File: config.mk
export PLATFORM = sky130hd
export DESIGN_NAME = imc_top
export DESIGN_NICKNAME = d
export VERILOG_FILES = /design/src/core/imc_pkg.sv /design/src/core/imc_top.sv /design/src/core/imc_apb_slave.sv /design/src/core/imc_irq.sv
export SDC_FILE = /design/constraint.sdc
export NUM_CORES = 1
export LEC_CHECK = 0
export BUFFER_PORTS_ARGS = -buffer_cell sky130_fd_sc_hd__buf_2
export CORE_MARGIN = 8
export CORE_UTILIZATION = 35
export DETAILED_ROUTE_END_ITERATION = 7
export SLEW_MARGIN = 20
export SYNTH_ARGS = -nofsm -noshare
export SYNTH_HDL_FRONTEND = slang
export SYNTH_HIERARCHICAL = 1
export SYNTH_SLANG_ARGS = --single-unit
File: constraint.sdc
create_clock -name pclk -period 2.92 [get_ports pclk]
set_input_delay 0 -clock pclk [delete_from_list [all_inputs] [get_ports pclk]]
set_output_delay 0 -clock pclk [all_outputs]
set_load 0.01 [all_outputs]
File: src/core/imc_pkg.sv
// Package: constants, register map and carriers for the interrupt mailbox block
//----------------------------------------------------------------
//----------------------------------------------------------------
package imc_pkg;

    // Register byte offsets
    localparam logic [7:0] OFS_MBOX = 8'h00;   // outbound_interrupt_mailbox_reg
    localparam logic [7:0] OFS_SEL = 8'h04;    // channel_select_reg
    localparam logic [7:0] OFS_CNT = 8'h08;    // channel count
    localparam logic [7:0] OFS_DATA = 8'h0C;   // channel_data_port
    localparam logic [7:0] OFS_STAT = 8'h10;   // interrupt status, write one to clear
    localparam logic [7:0] OFS_MASK = 8'h14;   // class2_interrupt_mask
    localparam logic [7:0] OFS_CTRL = 8'h18;   // isolation and count reinit
    localparam logic [7:0] OFS_INFO = 8'h1C;   // live mailbox state

    // Field positions
    localparam int CTRL_ISO_BIT = 0;           // Isolation mode
    localparam int CTRL_REINIT_BIT = 1;        // Write one: count back to 1
    localparam int IRQ_MBOX_BIT = 0;           // Mailbox interrupt
    localparam int IRQ_STALL_BIT = 1;          // Write attempted while full
    localparam int IRQ_W = 2;
    localparam int EVT_W = 12;                 // Event mask and status width

    // Channel numbers
    localparam logic [4:0] CH_EVT_STAT = 5'h00; // event_status_read_channel
    localparam logic [4:0] CH_EVT_MASK = 5'h01; // event_mask_write_channel
    localparam logic [4:0] CH_DECR = 5'h07;     // decrementer_write_channel
    localparam logic [4:0] CH_LIST = 5'h19;     // list_stall_status_channel
    localparam logic [4:0] CH_INTR_MBOX = 5'h1E; // interrupt_mailbox_write_channel

    // Reset values
    localparam logic RST_COUNT = 1'b1;
    localparam logic [31:0] RST_WORD = 32'h0000_0000;
    localparam logic [4:0] RST_SEL = 5'h00;

    // Decoded bus request
    typedef struct packed {
        logic setup;
        logic wr;
        logic rd;
        logic [7:0] addr;
        logic [31:0] wdata;
    } imc_req_s;

endpackage

File: src/core/imc_top.sv
// Interrupt mailbox and privileged channel access block
//
// The placing of the registers and register access over APB were decided locally.
`timescale 1ns/1ps
module imc_top (
    // Clock and reset
    input wire logic pclk,
    input wire logic presetn,
    // APB slave
    input wire logic psel,
    input wire logic penable,
    input wire logic pwrite,
    input wire logic [7:0] paddr,
    input wire logic [31:0] pwdata,
    output logic [31:0] prdata,
    output logic pready,
    output logic pslverr,
    // Accelerator mailbox write channel
    input wire logic mbox_wr_valid,
    input wire logic [31:0] mbox_wr_data,
    output logic mbox_wr_ready,
    // Accelerator channel state
    input wire logic [11:0] event_status,
    input wire logic [31:0] list_stall_status,
    output logic [11:0] event_mask,
    // Interrupt
    output logic irq
);

    //------------------------------------------------------------
    // State
    //------------------------------------------------------------

    // Mailbox, select, isolation and event mask state in one record
    typedef struct packed {
        logic count;              // Mailbox channel count, 1 = free
        logic [31:0] word;        // Single mailbox entry
        logic [4:0] sel;          // Channel select
        logic iso;                // Isolation mode
        logic [11:0] evt_mask;    // Event mask channel
        logic pop_arm;            // Read caught at setup may free slot
    } imc_state_s;

    imc_state_s st_ff;
    imc_state_s nxt_st;

    imc_pkg::imc_req_s req;       // Decoded bus request
    logic [31:0] rdata;           // Read mux into the slave
    logic dec_err;                // Unmapped address
    logic [4:0] eff_sel;          // Select after isolation override
    logic acc_ok;                 // Selected channel reachable
    logic wr_take;                // Accelerator write accepted
    logic wr_block;               // Accelerator write refused
    logic host_pop;               // Host read frees slot
    logic [1:0] irq_stat;
    logic [1:0] irq_mask;
    logic [1:0] ev_set;
    logic [1:0] hw_clr;

    //------------------------------------------------------------
    // Helpers
    //------------------------------------------------------------

    // Channels reachable through count and data ports
    function automatic logic reachable(input logic [4:0] ch);
        reachable = (ch == imc_pkg::CH_EVT_STAT) ||
                    (ch == imc_pkg::CH_EVT_MASK) ||
                    (ch == imc_pkg::CH_LIST) ||
                    (ch == imc_pkg::CH_INTR_MBOX);
    endfunction

    // Address is in the map
    function automatic logic mapped(input logic [7:0] a);
        mapped = (a == imc_pkg::OFS_MBOX) || (a == imc_pkg::OFS_SEL) ||
                 (a == imc_pkg::OFS_CNT) || (a == imc_pkg::OFS_DATA) ||
                 (a == imc_pkg::OFS_STAT) || (a == imc_pkg::OFS_MASK) ||
                 (a == imc_pkg::OFS_CTRL) || (a == imc_pkg::OFS_INFO);
    endfunction

    //------------------------------------------------------------
    // Bus front end
    //------------------------------------------------------------

    imc_apb_slave u_slave (
        .pclk(pclk),
        .presetn(presetn),
        .psel(psel),
        .penable(penable),
        .pwrite(pwrite),
        .paddr(paddr),
        .pwdata(pwdata),
        .prdata(prdata),
        .pready(pready),
        .pslverr(pslverr),
        .req(req),
        .rdata(rdata),
        .err(dec_err)
    );

    // Unmapped places answer with an error and read as zero
    assign dec_err = ~mapped(req.addr);

    //------------------------------------------------------------
    // Channel steering
    //------------------------------------------------------------

    // Isolation pins the select to the decrementer channel
    assign eff_sel = st_ff.iso ? imc_pkg::CH_DECR : st_ff.sel;
    assign acc_ok = reachable(eff_sel);

    // Mailbox handshake: no room means stall, never overwrite
    // Ready is the count flop itself, so it never glitches
    assign mbox_wr_ready = st_ff.count;
    assign wr_take = mbox_wr_valid & st_ff.count;
    assign wr_block = mbox_wr_valid & ~st_ff.count;

    // Only a read that saw a full slot at setup frees it
    assign host_pop = req.rd & (req.addr == imc_pkg::OFS_MBOX) & st_ff.pop_arm;

    //------------------------------------------------------------
    // Read mux
    //------------------------------------------------------------

    // Read data per address, sampled at setup by the slave
    always_comb begin
        rdata = 32'h0000_0000;
        case (req.addr)
            imc_pkg::OFS_MBOX: begin
                rdata = st_ff.word;
            end
            imc_pkg::OFS_SEL: begin
                rdata = {27'h000_0000, eff_sel};
            end
            imc_pkg::OFS_CNT: begin
                // Unreachable channels read as zero
                if (acc_ok) begin
                    rdata = 32'h0000_0001;
                    if (eff_sel == imc_pkg::CH_INTR_MBOX) begin
                        rdata = {31'h0000_0000, st_ff.count};
                    end
                end
            end
            imc_pkg::OFS_DATA: begin
                if (acc_ok) begin
                    case (eff_sel)
                        imc_pkg::CH_EVT_STAT: begin
                            rdata = {20'h0_0000, event_status};
                        end
                        imc_pkg::CH_EVT_MASK: begin
                            rdata = {20'h0_0000, st_ff.evt_mask};
                        end
                        imc_pkg::CH_LIST: begin
                            rdata = list_stall_status;
                        end
                        imc_pkg::CH_INTR_MBOX: begin
                            rdata = st_ff.word;
                        end
                        default: begin
                            rdata = 32'h0000_0000;
                        end
                    endcase
                end
            end
            imc_pkg::OFS_STAT: begin
                rdata = {30'h0000_0000, irq_stat};
            end
            imc_pkg::OFS_MASK: begin
                rdata = {30'h0000_0000, irq_mask};
            end
            imc_pkg::OFS_CTRL: begin
                rdata = {31'h0000_0000, st_ff.iso};
            end
            imc_pkg::OFS_INFO: begin
                rdata = {30'h0000_0000, irq, st_ff.count};
            end
            default: begin
                rdata = 32'h0000_0000;
            end
        endcase
    end

    //------------------------------------------------------------
    // Next state
    //------------------------------------------------------------

    always_comb begin
        nxt_st = st_ff;
        // Arm the pop only when the slot was full at setup
        if (req.setup) begin
            nxt_st.pop_arm = ~st_ff.count;
        end
        // Accelerator fills the single slot
        if (wr_take) begin
            nxt_st.word = mbox_wr_data;
            nxt_st.count = 1'b0;
        end
        // Host read frees the slot; extra reads change nothing
        if (host_pop) begin
            nxt_st.count = 1'b1;
        end
        // Register writes
        if (req.wr) begin
            case (req.addr)
                imc_pkg::OFS_SEL: begin
                    if (!st_ff.iso) begin
                        nxt_st.sel = req.wdata[4:0];
                    end
                end
                imc_pkg::OFS_DATA: begin
                    // Only the defined bits land, rest dropped
                    if (acc_ok && eff_sel == imc_pkg::CH_EVT_MASK) begin
                        nxt_st.evt_mask = req.wdata[11:0];
                    end
                end
                imc_pkg::OFS_CTRL: begin
                    nxt_st.iso = req.wdata[imc_pkg::CTRL_ISO_BIT];
                    // A word landing this cycle keeps the slot full
                    if (req.wdata[imc_pkg::CTRL_REINIT_BIT] && !wr_take) begin
                        nxt_st.count = 1'b1;
                    end
                end
                default: begin
                    nxt_st.count = nxt_st.count;
                end
            endcase
        end
    end

    // State register; count comes up free
    // Word resets to zero so an early read is defined
    always_ff @(posedge pclk or negedge presetn) begin
        if (!presetn) begin
            st_ff.count <= imc_pkg::RST_COUNT;
            st_ff.word <= imc_pkg::RST_WORD;
            st_ff.sel <= imc_pkg::RST_SEL;
            st_ff.iso <= 1'b0;
            st_ff.evt_mask <= 12'h000;
            st_ff.pop_arm <= 1'b0;
        end else begin
            st_ff <= nxt_st;
        end
    end

    assign event_mask = st_ff.evt_mask;

    //------------------------------------------------------------
    // Interrupts
    //------------------------------------------------------------

    // Mailbox bit follows the count edges; stall bit is sticky
    always_comb begin
        ev_set = 2'b00;
        hw_clr = 2'b00;
        ev_set[imc_pkg::IRQ_MBOX_BIT] = wr_take;
        ev_set[imc_pkg::IRQ_STALL_BIT] = wr_block;
        hw_clr[imc_pkg::IRQ_MBOX_BIT] = ~st_ff.count & nxt_st.count;
    end

    // Status and mask live in the interrupt helper
    imc_irq u_irq (
        .pclk(pclk),
        .presetn(presetn),
        .ev_set(ev_set),
        .hw_clr(hw_clr),
        .stat_we(req.wr && req.addr == imc_pkg::OFS_STAT),
        .mask_we(req.wr && req.addr == imc_pkg::OFS_MASK),
        .wdata(req.wdata[1:0]),
        .stat(irq_stat),
        .mask(irq_mask),
        .irq(irq)
    );
endmodule

File: src/core/imc_apb_slave.sv
// APB slave front end: decodes phases and registers read data
`timescale 1ns/1ps
module imc_apb_slave (
    // Clock and reset
    input wire logic pclk,
    input wire logic presetn,
    // APB
    input wire logic psel,
    input wire logic penable,
    input wire logic pwrite,
    input wire logic [7:0] paddr,
    input wire logic [31:0] pwdata,
    output logic [31:0] prdata,
    output logic pready,
    output logic pslverr,
    // Block side
    output imc_pkg::imc_req_s req,
    input wire logic [31:0] rdata,
    input wire logic err
);
    // Read data is caught at setup so the bus sees a flop
    typedef struct packed {
        logic [31:0] prdata;
    } imc_slv_s;

    imc_slv_s st_ff;
    imc_slv_s nxt_st;

    // Phase decode
    always_comb begin
        req.setup = psel & ~penable;
        req.wr = psel & penable & pwrite;
        req.rd = psel & penable & ~pwrite;
        req.addr = paddr;
        req.wdata = pwdata;
    end

    // No wait states: setup, then a ready access
    assign pready = psel & penable;
    assign pslverr = pready & err;
    assign prdata = st_ff.prdata;

    // Next read data
    always_comb begin
        nxt_st = st_ff;
        if (req.setup && !pwrite) begin
            nxt_st.prdata = rdata;
        end
    end

    // State register
    always_ff @(posedge pclk or negedge presetn) begin
        if (!presetn) begin
            st_ff <= '0;
        end else begin
            st_ff <= nxt_st;
        end
    end
endmodule

File: src/core/imc_irq.sv
// Sticky interrupt status, mask and level interrupt output
`timescale 1ns/1ps
module imc_irq (
    // Clock and reset
    input wire logic pclk,
    input wire logic presetn,
    // Events
    input wire logic [1:0] ev_set,
    input wire logic [1:0] hw_clr,
    // Software access
    input wire logic stat_we,
    input wire logic mask_we,
    input wire logic [1:0] wdata,
    // Results
    output logic [1:0] stat,
    output logic [1:0] mask,
    output logic irq
);
    typedef struct packed {
        logic [1:0] stat;
        logic [1:0] mask;
    } imc_irq_s;

    imc_irq_s st_ff;
    imc_irq_s nxt_st;

    // Clears first, then sets, so a same-cycle event wins
    always_comb begin
        nxt_st = st_ff;
        if (stat_we) begin
            nxt_st.stat = nxt_st.stat & ~wdata;
        end
        nxt_st.stat = (nxt_st.stat & ~hw_clr) | ev_set;
        if (mask_we) begin
            nxt_st.mask = wdata;
        end
    end

    // State register
    always_ff @(posedge pclk or negedge presetn) begin
        if (!presetn) begin
            st_ff <= '0;
        end else begin
            st_ff <= nxt_st;
        end
    end

    assign stat = st_ff.stat;
    assign mask = st_ff.mask;
    assign irq = |(st_ff.stat & st_ff.mask);
endmodule

==> reports/results.ini <==
[critical_path]
rr_worst_depth=6
r2r-end=u_slave/prdata[20]
cp-start-kind=flip-flop
worst_setup_path_end_kind=flip-flop
cp.required_ps=3200
critPathKind=flip-flop to flip-flop
crit_arrival_ps=2560
crit-reg2reg-launch=st_ff[13]
rrSetupSlack_ps=640
crit_fanout=20

[worst_hold_path]
min_path_type=primary input to flip-flop
whs_endpoint=u_slave/prdata[29]
min_from=list_stall_status[29]
hold_depth=3

[sta]
tns_ps=0
fin_hold_ws_ps=19.5
hold_viol=0
final.setup_skew_ps=6.49
min_period_ps=2280
maxSlewViolCount=0
period_share_pct=78.2
max-slew-margin-rel_pct=37.5
setup_viol=0
worstMarginPinSlew_ps=938
grt_setup_unrepaired=false
fmax_mhz=438

[drt]
drtPass1Iterations=4
viasPerCell=4.94
drt_wl_total_um=12700
drc=0
drtAntennaViolNets=0
drt-initial-drc-count=126
wire_per_inst_um=17.8
num_vias=3514

[pwr]
p_sw_mw=0.587
intPower_mw=1.97
clkPwrFrac_pct=41.7
ir_worst_vdd_mv=0.264
combinationalPowerShare_pct=9.7
report.power.total_mw=2.56
seq_power_share_pct=48.6
switching_share_pct=22.9
powerDensity_nw_per_um2=421
p_leak_nw=3.14

[yosys]
syn_nets=482
synth_warnings=6
synth_cells=360
syn_area_um2=4600
syn_avg_cell_area_um2=12.8

[floorplan]
die_w_um=131
coreArea_um2=13000
die_y_um=131
num_rows=42
start_util_pct=35.3
dieArea_um2=17100
io_pins=170

[grt]
grt_antenna_before_repair=0
grt_pass1_vias=3905
grt_pass1_wl_um=19900
grt.total_usage_pct=15.3
overflow=0
grt_max_degree=74

[clock_tree]
clk_latency_ps=340
cts_buffers=9
cts_tree=done
cts.sink_count=88
post_cts_buffers=0
clk_pin_slew_ps=60
cts_buffer_depth=2
root_buffer=clkbuf_16
htree_num_levels=3

[cells_and_area]
fill_cells=1253
fin_cells=712
drive_above_1_share_pct=48.1
area_growth_pct=32.2
layout.nets=653
diodes=0

[placed_design]
globalplace.congestion=0.880
place_inst=641
hpwlAfterDp_um=9080
io_buffers=149

[flow_run]
drv_cap=0

[run_status]
status=completed

-- worst max-delay path: stages, from the launching register on --
cell     delay (ps)
dfrtp_1         490
nor3_2          310
and2_1          560
nor2b_1         200
buf_4           290
a22o_1          200
mux2_2          160
-- cells in the final DEF, fill, tap and decap left out, types with 2 or more instances in the layout --
master         instances
a221o_1                4
a22o_1                28
a31o_1                 2
and2_1                 4
and3_1                 5
buf_2                148
buf_4                  7
clkbuf_1               3
clkbuf_16              9
clkinv_2               2
dfrtp_1               87
dlygate4sd3_1         55
inv_1                  7
mux2_1                12
mux2_2                73
mux2_4                 2
mux2i_1               13
nand2_1                6
nand3_1                3
nand4_1                3
nor2_1                 7
nor2b_1                4
nor3_1                 4
nor4_1                 2
o211ai_1               2
o21ai_0                3
o2bb2ai_1             10
or4_4                  2
-- what timing repair did --
action                                 CTS  global route
hold buffers                            55             0
resized for setup                        0             0
endpoints found under the hold margin  132             0
-- how the worst max path moves through the flow --
stage                     depth (start not counted)  slack [ps]  startpoint            endpoint
after floorplan                                   6        1080   st_ff[14]   u_slave/prdata[4]
after global placement                            6         720   st_ff[13]  u_slave/prdata[22]
after detailed placement                          6         690   st_ff[13]  u_slave/prdata[31]
after CTS                                         6         630   st_ff[13]  u_slave/prdata[20]
after global routing                              6         470   st_ff[13]  u_slave/prdata[20]
final                                             6         640   st_ff[13]  u_slave/prdata[20]
-- sequential cells by signal (all words and copies together) (netlist names) --
name	cells
u_slave/prdata	32
u_irq/mask	2
st_ff	39
u_irq/stat	2
mbox_wr_ready	1
event_mask	12
-- power by group through the flow --
stage	logic, mW	clock network [mW]	registers, mW
finish	0.248	1.07	1.24
global route	0.274	1.15	1.25
CTS	0.253	1.10	1.24
detailed placement	0.194	0	1.27
global placement	0.190	0	1.27
floorplan	0.0971	0	1.26
-- routing by layer --
metal	wire (µm)	vias up	track usage [%]
met5	0	-	0
met4	314	0	7.36
met3	839	20	3.94
met2	6280	99	25.9
met1	5250	1753	17.7
li1	-	1642	-
-- area by class of cell --
cell class                 instances  area (µm²)  area share, %
sequential                        88        2200           36.2
inverter                           7        26.3          0.432
multi-input combinational        215        2020           33.2
tap                              176         220           3.62
clock inverter                     3        18.8          0.308
clock buffer                      13         250           4.11
timing repair buffer             210        1340           22.1
-- per-stage QoR --
stage	utilization [%]	setup slack (ps)	cell area, µm²
2_1_floorplan	-	1080	4600
5_1_grt	46.7	470	6090
6_report	46.7	636	6090
3_5_place_dp	40.4	689	5270
3_3_place_gp	40.4	720	5270
4_1_cts	46.7	633	6090
(Power assumes the default switching activity.)
